### src/include/wwdfr_pkg.sv
package wwdfr_pkg;

    // ----------------------------------------
    // Timebase
    // ----------------------------------------
    localparam int CLK_PERIOD_NS = 40;
    localparam int TICK_NS = 10000;
    // Rounded down: the tick may run slightly fast, never slow
    localparam int TICK_CYCLES = TICK_NS / CLK_PERIOD_NS;
    localparam int TICKS_PER_MS = 1000000 / TICK_NS;

    // ----------------------------------------
    // Watchdog timing
    // ----------------------------------------
    localparam int FAULT_PULSE_US = 2000;
    localparam int FAULT_PULSE_TICKS = (FAULT_PULSE_US * 1000) / TICK_NS;
    localparam int ARM_DELAY_US = 30000;
    localparam int ARM_DELAY_TICKS = (ARM_DELAY_US * 1000) / TICK_NS;
    localparam int LATE_MIN_MS = 4;
    localparam int LATE_MAX_MS = 100;
    localparam int EARLY_SHIFT = 2;

    localparam int CNT_W = 16;
    localparam int DIV_W = 12;
    localparam int ADJ_W = 7;

    localparam logic [CNT_W-1:0] CNT_ZERO = 16'h0000;
    localparam logic [CNT_W-1:0] CNT_ONE = 16'h0001;
    localparam logic [CNT_W-1:0] CNT_MAX = 16'hffff;
    localparam logic [DIV_W-1:0] DIV_ZERO = 12'h000;
    localparam logic [DIV_W-1:0] DIV_ONE = 12'h001;

    // ----------------------------------------
    // Types
    // ----------------------------------------
    typedef enum logic [1:0] {
        ST_OFF = 2'b00,
        ST_ARM_WAIT = 2'b01,
        ST_RUN = 2'b10,
        ST_PULSE = 2'b11
    } wwdfr_state_t;

    typedef struct packed {
        logic armed;
        logic early_fault;
        logic late_fault;
        logic ref_fault;
    } wwdfr_status_t;

endpackage

### src/verilog/wwdfr_sync.sv
`timescale 1ns/100ps

// ----------------------------------------
// Two-stage level synchroniser
// ----------------------------------------
module wwdfr_sync (
    input wire logic i_sys_clk,
    input wire logic i_rst_n,
    input wire logic i_async,
    output logic o_sync
);
    logic meta_reg;
    logic sync_reg;

    always_ff @(posedge i_sys_clk) begin
        if (!i_rst_n) begin
            meta_reg <= 1'b0;
            sync_reg <= 1'b0;
        end else begin
            meta_reg <= i_async;
            sync_reg <= meta_reg;
        end
    end

    assign o_sync = sync_reg;
endmodule

### src/verilog/wwdfr_top.sv
`timescale 1ns/100ps

// Contract
// - Measure the spacing of heartbeat rising edges and fault when it falls outside the window.
// - An edge arriving before the early threshold since the previous edge is an early fault.
// - No edge before the late timeout since the previous edge is a late fault.
// - Any watchdog fault pulls the reset output low for a fixed pulse of about 2 ms.
// - The early threshold is one quarter of the late timeout.
// - The early threshold spans 1.0 ms to 25 ms.
// - The late timeout spans 4.0 ms to 100 ms.
// - Arm only while enable is low and regulators have been good for the 30 ms arm delay.
// - With no edges for arm delay plus late timeout, pulse reset and clear the counters.
// - Keep repeating that pulse while edges stay absent and stop once edges resume.
// - A bad monitoring reference still reports a fault on reset and 5 V good outputs.
// - Reset and 5 V good are open-drain active-low indicators pulled low on fault.
module wwdfr_top #(
    parameter int P_TICK_CYCLES = wwdfr_pkg::TICK_CYCLES,
    parameter int P_ARM_TICKS = wwdfr_pkg::ARM_DELAY_TICKS,
    parameter int P_PULSE_TICKS = wwdfr_pkg::FAULT_PULSE_TICKS
) (
    input wire logic i_sys_clk,
    input wire logic i_rst_n,
    input wire logic i_heartbeat_in,
    input wire logic i_wdog_enable_n,
    input wire logic i_regs_good,
    input wire logic i_monitor_reference_fault,
    input wire logic [wwdfr_pkg::ADJ_W-1:0] i_timeout_adjust,
    input wire logic i_reset_fault_n_in,
    output logic o_reset_fault_n_out,
    output logic o_reset_fault_n_oe,
    input wire logic i_five_volt_good_in,
    output logic o_five_volt_good_out,
    output logic o_five_volt_good_oe,
    output wwdfr_pkg::wwdfr_status_t o_status
);
    import wwdfr_pkg::*;

    // ----------------------------------------
    // Input synchronisers
    // ----------------------------------------
    logic hb_s;
    logic en_s;
    logic regs_s;
    logic mref_s;

    wwdfr_sync u_sync_hb (
        .i_sys_clk(i_sys_clk),
        .i_rst_n(i_rst_n),
        .i_async(i_heartbeat_in),
        .o_sync(hb_s)
    );
    // Resets low, so the watchdog starts disarmed until enable is seen low
    wwdfr_sync u_sync_en (
        .i_sys_clk(i_sys_clk),
        .i_rst_n(i_rst_n),
        .i_async(~i_wdog_enable_n),
        .o_sync(en_s)
    );
    wwdfr_sync u_sync_regs (
        .i_sys_clk(i_sys_clk),
        .i_rst_n(i_rst_n),
        .i_async(i_regs_good),
        .o_sync(regs_s)
    );
    wwdfr_sync u_sync_mref (
        .i_sys_clk(i_sys_clk),
        .i_rst_n(i_rst_n),
        .i_async(i_monitor_reference_fault),
        .o_sync(mref_s)
    );

    logic hb_d_reg;
    logic hb_edge;
    logic arm_ok;

    always_ff @(posedge i_sys_clk) begin
        if (!i_rst_n) begin
            hb_d_reg <= 1'b0;
        end else begin
            hb_d_reg <= hb_s;
        end
    end

    assign hb_edge = hb_s & ~hb_d_reg;
    // en_s carries the inverted pin, so high means enabled
    assign arm_ok = en_s & regs_s;

    // ----------------------------------------
    // Tick divider
    // ----------------------------------------
    localparam logic [DIV_W-1:0] DIV_LAST = DIV_W'(P_TICK_CYCLES - 1);
    logic [DIV_W-1:0] div_reg;
    logic tick;

    always_ff @(posedge i_sys_clk) begin
        if (!i_rst_n) begin
            div_reg <= DIV_ZERO;
        end else if (div_reg == DIV_LAST) begin
            div_reg <= DIV_ZERO;
        end else begin
            div_reg <= div_reg + DIV_ONE;
        end
    end

    assign tick = (div_reg == DIV_LAST);

    // ----------------------------------------
    // Window from the timeout adjust setting
    // ----------------------------------------
    localparam logic [ADJ_W-1:0] ADJ_MIN = ADJ_W'(LATE_MIN_MS);
    localparam logic [ADJ_W-1:0] ADJ_MAX = ADJ_W'(LATE_MAX_MS);
    localparam logic [CNT_W-1:0] TPM = CNT_W'(TICKS_PER_MS);
    logic [ADJ_W-1:0] adj_ms;
    logic [CNT_W-1:0] late_ticks;
    logic [CNT_W-1:0] early_ticks;

    always_comb begin
        // Out-of-range settings clamp, like a resistor off the ends of the scale
        if (i_timeout_adjust < ADJ_MIN) begin
            adj_ms = ADJ_MIN;
        end else if (i_timeout_adjust > ADJ_MAX) begin
            adj_ms = ADJ_MAX;
        end else begin
            adj_ms = i_timeout_adjust;
        end
    end

    assign late_ticks = CNT_W'(32'(adj_ms) * 32'(TPM));
    assign early_ticks = late_ticks >> EARLY_SHIFT;

    // ----------------------------------------
    // Supervisor state
    // ----------------------------------------
    localparam logic [CNT_W-1:0] ARM_LAST = CNT_W'(P_ARM_TICKS - 1);
    localparam logic [CNT_W-1:0] PULSE_LAST = CNT_W'(P_PULSE_TICKS - 1);
    wwdfr_state_t state_reg;
    wwdfr_state_t state_next;
    logic [CNT_W-1:0] ivl_reg;
    logic [CNT_W-1:0] tmr_reg;
    logic seen_reg;
    logic early_hit;
    logic late_hit;
    logic edge_ok;

    assign early_hit = (state_reg == ST_RUN) && hb_edge && seen_reg
                       && (ivl_reg < early_ticks);
    assign late_hit = (state_reg == ST_RUN) && !hb_edge && tick
                      && ((ivl_reg + CNT_ONE) >= late_ticks);
    assign edge_ok = (state_reg == ST_RUN) && hb_edge && !early_hit;

    always_comb begin
        state_next = state_reg;
        case (state_reg)
            ST_OFF: begin
                if (arm_ok) begin
                    state_next = ST_ARM_WAIT;
                end
            end
            ST_ARM_WAIT: begin
                if (!arm_ok) begin
                    state_next = ST_OFF;
                end else if (tick && tmr_reg == ARM_LAST) begin
                    state_next = ST_RUN;
                end
            end
            ST_RUN: begin
                if (!arm_ok) begin
                    state_next = ST_OFF;
                end else if (early_hit || late_hit) begin
                    state_next = ST_PULSE;
                end
            end
            ST_PULSE: begin
                if (!arm_ok) begin
                    state_next = ST_OFF;
                end else if (tick && tmr_reg == PULSE_LAST) begin
                    state_next = ST_RUN;
                end
            end
            default: begin
                state_next = ST_OFF;
            end
        endcase
    end

    always_ff @(posedge i_sys_clk) begin
        if (!i_rst_n) begin
            state_reg <= ST_OFF;
        end else begin
            state_reg <= state_next;
        end
    end

    // Shared timer for arm delay and fault pulse; restarts on each state change
    always_ff @(posedge i_sys_clk) begin
        if (!i_rst_n) begin
            tmr_reg <= CNT_ZERO;
        end else if (state_next != state_reg) begin
            tmr_reg <= CNT_ZERO;
        end else if (tick && tmr_reg != CNT_MAX) begin
            tmr_reg <= tmr_reg + CNT_ONE;
        end
    end

    // Interval counter: only runs while armed, cleared by edges and faults
    always_ff @(posedge i_sys_clk) begin
        if (!i_rst_n) begin
            ivl_reg <= CNT_ZERO;
        end else if (state_next != ST_RUN || state_reg != ST_RUN) begin
            ivl_reg <= CNT_ZERO;
        end else if (edge_ok) begin
            ivl_reg <= CNT_ZERO;
        end else if (tick && ivl_reg != CNT_MAX) begin
            ivl_reg <= ivl_reg + CNT_ONE;
        end
    end

    // First edge after arming has no predecessor, so it cannot be early
    always_ff @(posedge i_sys_clk) begin
        if (!i_rst_n) begin
            seen_reg <= 1'b0;
        end else if (state_reg != ST_RUN) begin
            seen_reg <= 1'b0;
        end else if (edge_ok) begin
            seen_reg <= 1'b1;
        end
    end

    // ----------------------------------------
    // Fault outputs
    // ----------------------------------------
    logic rst_oe_reg;
    logic pok_oe_reg;
    wwdfr_status_t status_reg;

    always_ff @(posedge i_sys_clk) begin
        if (!i_rst_n) begin
            rst_oe_reg <= 1'b0;
            pok_oe_reg <= 1'b0;
        end else begin
            rst_oe_reg <= (state_next == ST_PULSE) | mref_s;
            pok_oe_reg <= mref_s;
        end
    end

    always_ff @(posedge i_sys_clk) begin
        if (!i_rst_n) begin
            status_reg <= '0;
        end else begin
            status_reg.armed <= (state_next == ST_RUN) || (state_next == ST_PULSE);
            status_reg.early_fault <= early_hit && arm_ok;
            status_reg.late_fault <= late_hit && arm_ok;
            status_reg.ref_fault <= mref_s;
        end
    end

    // Open-drain: the pin only ever sinks, the pull-up is external
    assign o_reset_fault_n_out = 1'b0;
    assign o_reset_fault_n_oe = rst_oe_reg;
    assign o_five_volt_good_out = 1'b0;
    assign o_five_volt_good_oe = pok_oe_reg;
    assign o_status = status_reg;
endmodule
### config.mk
export PLATFORM = sky130hd
export DESIGN_NAME = wwdfr_top
export DESIGN_NICKNAME = d
export VERILOG_FILES = /design/src/include/wwdfr_pkg.sv /design/src/verilog/wwdfr_sync.sv /design/src/verilog/wwdfr_top.sv
export SDC_FILE = /design/constraint.sdc
export NUM_CORES = 1
export LEC_CHECK = 0
export BUFFER_PORTS_ARGS = -buffer_cell sky130_fd_sc_hd__buf_2
export CORE_MARGIN = 2
export CORE_UTILIZATION = 40
export CTS_CLUSTER_DIAMETER = 50
export CTS_CLUSTER_SIZE = 25
export DETAILED_ROUTE_END_ITERATION = 8
export GPL_ROUTABILITY_DRIVEN = 0
export GPL_TIMING_DRIVEN = 0
export PLACE_DENSITY = 0.67
export SLEW_MARGIN = 0
export SYNTH_ARGS = -nofsm -noshare
export SYNTH_HDL_FRONTEND = slang
export SYNTH_SLANG_ARGS = --single-unit
export TNS_END_PERCENT = 20
### constraint.sdc
create_clock -name i_sys_clk -period 7.9 [get_ports i_sys_clk]
set_input_delay 1.975 -clock i_sys_clk [delete_from_list [all_inputs] [get_ports i_sys_clk]]
set_output_delay 1.975 -clock i_sys_clk [all_outputs]
set_load 0.005 [all_outputs]
==> results_dict.tcl <==
set metrics [dict create \
    status "finished clean" \
    io_pins 23 \
    rows 37 \
    yosysSeqAreaShare 0.2953 \
    syn_area_sq_um 4135 \
    clock-root-buffer "clkbuf_8" \
    synth_edf_count 0 \
    core_area_sq_um 10180 \
    clock.fmax_mhz 137.2 \
    synth_flop_cell "dfxtp_1" \
    dr.pass1.iters 4 \
    synth_area_per_cell_sq_um 8.931 \
    layout.nets 563 \
    antenna_found_initial 0 \
    reg2reg_slack_ns 4.38 \
    first_global_vias 3237 \
    fp.dieArea_sq_um 11170 \
    async_reset_ff_frac 0 \
    critPathArrivalTime_ns 7.45 \
    path_clk_slew_ns 0.07 \
    fillers 992 \
    powerDensity_nw_per_um2 160.2 \
    cts_hold_repair.buffers 0 \
    area_delta_synth_final_pct 11.53 \
    cts_tree "built" \
    slowest_delay_ns 0.56 \
    cts_resized 0 \
    post_cts_buffers 0 \
    synth-seq-cells 61 \
    grt_overflow 0 \
    initial_core_util 0.4060 \
    cts_buffer_depth 2 \
    vias_per_cell 5.378 \
    max-cap-violations 0 \
    crit_type "in2reg" \
    die_w_microns 105.7 \
    cp-end-kind "register" \
    cp_top_family "compound AO/OA/AOI/OAI gates" \
    hold_class "reg2reg" \
    final_max_slew_viol_count 0 \
    cts_buffers 9 \
    hold_violations 0 \
    post-route-period-util 0.9227 \
    finalSetupViolCount 0 \
    ant_nets 0 \
    clock_latency_ns 0.33 \
    vias 3404 \
    ir_worst_vdd_mv 0.1572 \
    timing.setup.tns_ns 0 \
    worst_clock_skew_ns 0.005864 \
    p_leak_nw 1.835 \
    multi_input_area_sq_um 2740 \
    cp_cell_sequence "buf_2 > or3_1 > a21oi_1 > nand2_1 > inv_1 > ha_1 > ha_1 > ha_1 > ha_1 > a21o_1 > a21oi_1 > o21bai_1 > a21oi_1 > o21ai_0 > xnor2_1 > ha_1 > and4_1 > nor4b_1 > o211ai_1 > a21oi_1 > clkbuf_1 > a2111oi_0" \
    hpwl_mm 6.713 \
    clock-sinks 61 \
    grt_max_degree 11 \
    port_buffers 18 \
    yosys_warnings 0 \
    critPathMaxFanout 10 \
    drt-total-wl_mm 8.825 \
    critical_path.most_common_cell "ha_1" \
    seqCellArea_sq_um 1221 \
    tightest_slew_ns 0.9619 \
    ys_types 54 \
    die-height_microns 105.7 \
    num_antenna_cells 0 \
    track_usage 0.1643 \
    cts.htree.levels 3 \
    drive_above_1_share 0.1187 \
    cp_slowest_cell "a21oi_1" \
    grt_pass1_wl_mm 15.15 \
    pre_cts_ws_ns 0.3975 \
    critPathRequiredTime_ns 8.06 \
    crit_buf_inv 3 \
    relSlewSlack 0.3557 \
    routedWlPerCell_microns 13.94 \
    crit_path_start_kind "input pin" \
    drc 0 \
    postSynthCellCount 463 \
    rsz0062_at_grt "no" \
    period_minus_slack_ns 7.289 \
    setup_ws_ns 0.6109 \
    first_iter_violations 214 \
]
[metal layers]
layer / GRT usage / share of wire / up-vias
met4: 0.05639 / 0.012 / 0
li1: - / - / 1725
met2: 0.2645 / 0.46 / 88
met3: 0.02474 / 0.044 / 9
met5: 0 / 0 / -
met1: 0.2241 / 0.48 / 1582
[stage by stage]
step / util / hold WS [ns] / power (mW) / instances / area, sq um
6_report: 0.4528 / 0.4342 / 0.7388 / 633 / 4612
5_1_grt: 0.4528 / 0.4500 / 0.7836 / 633 / 4612
4_1_cts: 0.4528 / 0.4357 / 0.7445 / 633 / 4612
3_5_place_dp: 0.4319 / 0.4200 / 0.4466 / 618 / 4399
3_3_place_gp: 0.4319 / 0.4155 / 0.4412 / 618 / 4399
2_1_floorplan: - / 0.4119 / 0.4176 / 464 / 4139
[cells in the mapped netlist, types with 2 or more instances]
cell,number,area share
o41ai_1,2,0.0042
mux2i_1,2,0.0048
xor2_1,28,0.059
or4_1,2,0.0036
a2111oi_2,5,0.018
buf_4,3,0.0054
inv_1,20,0.018
dfxtp_1,61,0.30
nand2_1,32,0.029
a211oi_1,17,0.031
or2_2,2,0.0030
and2_1,14,0.021
a2111oi_0,7,0.015
a211o_1,2,0.0042
a211oi_2,2,0.0061
xnor2_1,32,0.068
nor4_1,4,0.0061
nor3_1,9,0.011
fa_1,2,0.0097
nor2_1,35,0.032
or3_1,8,0.012
nor4b_1,5,0.011
o211ai_1,6,0.011
o21ai_0,9,0.011
nand3_1,18,0.022
and4_1,4,0.0085
nand3_2,3,0.0073
nand4_1,6,0.0091
buf_6,2,0.0054
and3_1,10,0.015
o21bai_1,2,0.0036
a21oi_1,22,0.027
ha_1,53,0.16
buf_2,3,0.0036
nor2b_1,3,0.0045
clkbuf_1,10,0.0091
[worst reg2reg max path: cells and delay by family (launching register included)]
family	cells	cell delay, ns
simple gates	5	1.34
compound gates	4	0.87
flops	1	0.49
buf+inv	1	0.31
fa+ha+maj	1	0.30
xor+xnor	1	0.09
[path summary, 6_finish.rpt]
kind,start,to,cells after the start
worst min-delay path,u_sync_en.meta_reg$_SDFF_PN0_,u_sync_en.o_sync$_SDFF_PN0_,1
worst max-delay path,i_timeout_adjust[3],ivl_reg[6]$_SDFFE_PP0P_,22
worst min register to register,u_sync_en.meta_reg$_SDFF_PN0_,u_sync_en.o_sync$_SDFF_PN0_,1
worst max register to register,ivl_reg[2]$_SDFFE_PP0P_,tmr_reg[2]$_SDFFE_PP0P_,12
[final cells by class]
cell class                 instances  area share
buffer                            19     0.02225
clock buffer                      10     0.02984
clock inverter                     5     0.01628
inverter                          20     0.01628
multi-input combinational        364      0.5941
sequential                        61      0.2648
tap                              136     0.03690
timing repair buffer              18     0.01953
[layout by cell type, fill, tap and decap left out, drive strengths merged, types with 20 or more instances in the layout]
cell and n:
dfxtp 61, ha 53, nor2 35, xnor2 32
nand2 32, xor2 28, buf 26, a21oi 22
nand3 21, clkbuf 21, inv 20
[cell families (layout without fill, tap and decap cells)]
group / after synthesis / after routing / synth area share
AND/OR/NAND/NOR: 161 / 161 / 0.2076
AO/OA/AOI/OAI: 84 / 84 / 0.1513
flip-flops: 61 / 61 / 0.2953
XOR/XNOR: 60 / 60 / 0.1271
adder cells (fa/ha/maj): 55 / 55 / 0.1700
buffers and inverters: 39 / 72 / 0.04296
multiplexers: 2 / 2 / 0.004841
other: 1 / 2 / 0.0009068
[power by group]
part	leakage, nW	total, mW	internal (mW)	switching (mW)
Clock	0.112	0.299	0.183	0.117
Sequential	0.494	0.313	0.311	0.00189
Combinational	1.23	0.126	0.0541	0.0724
Total	1.83	0.739	0.548	0.191
No activity file was read; power rests on OpenSTA's default activity.
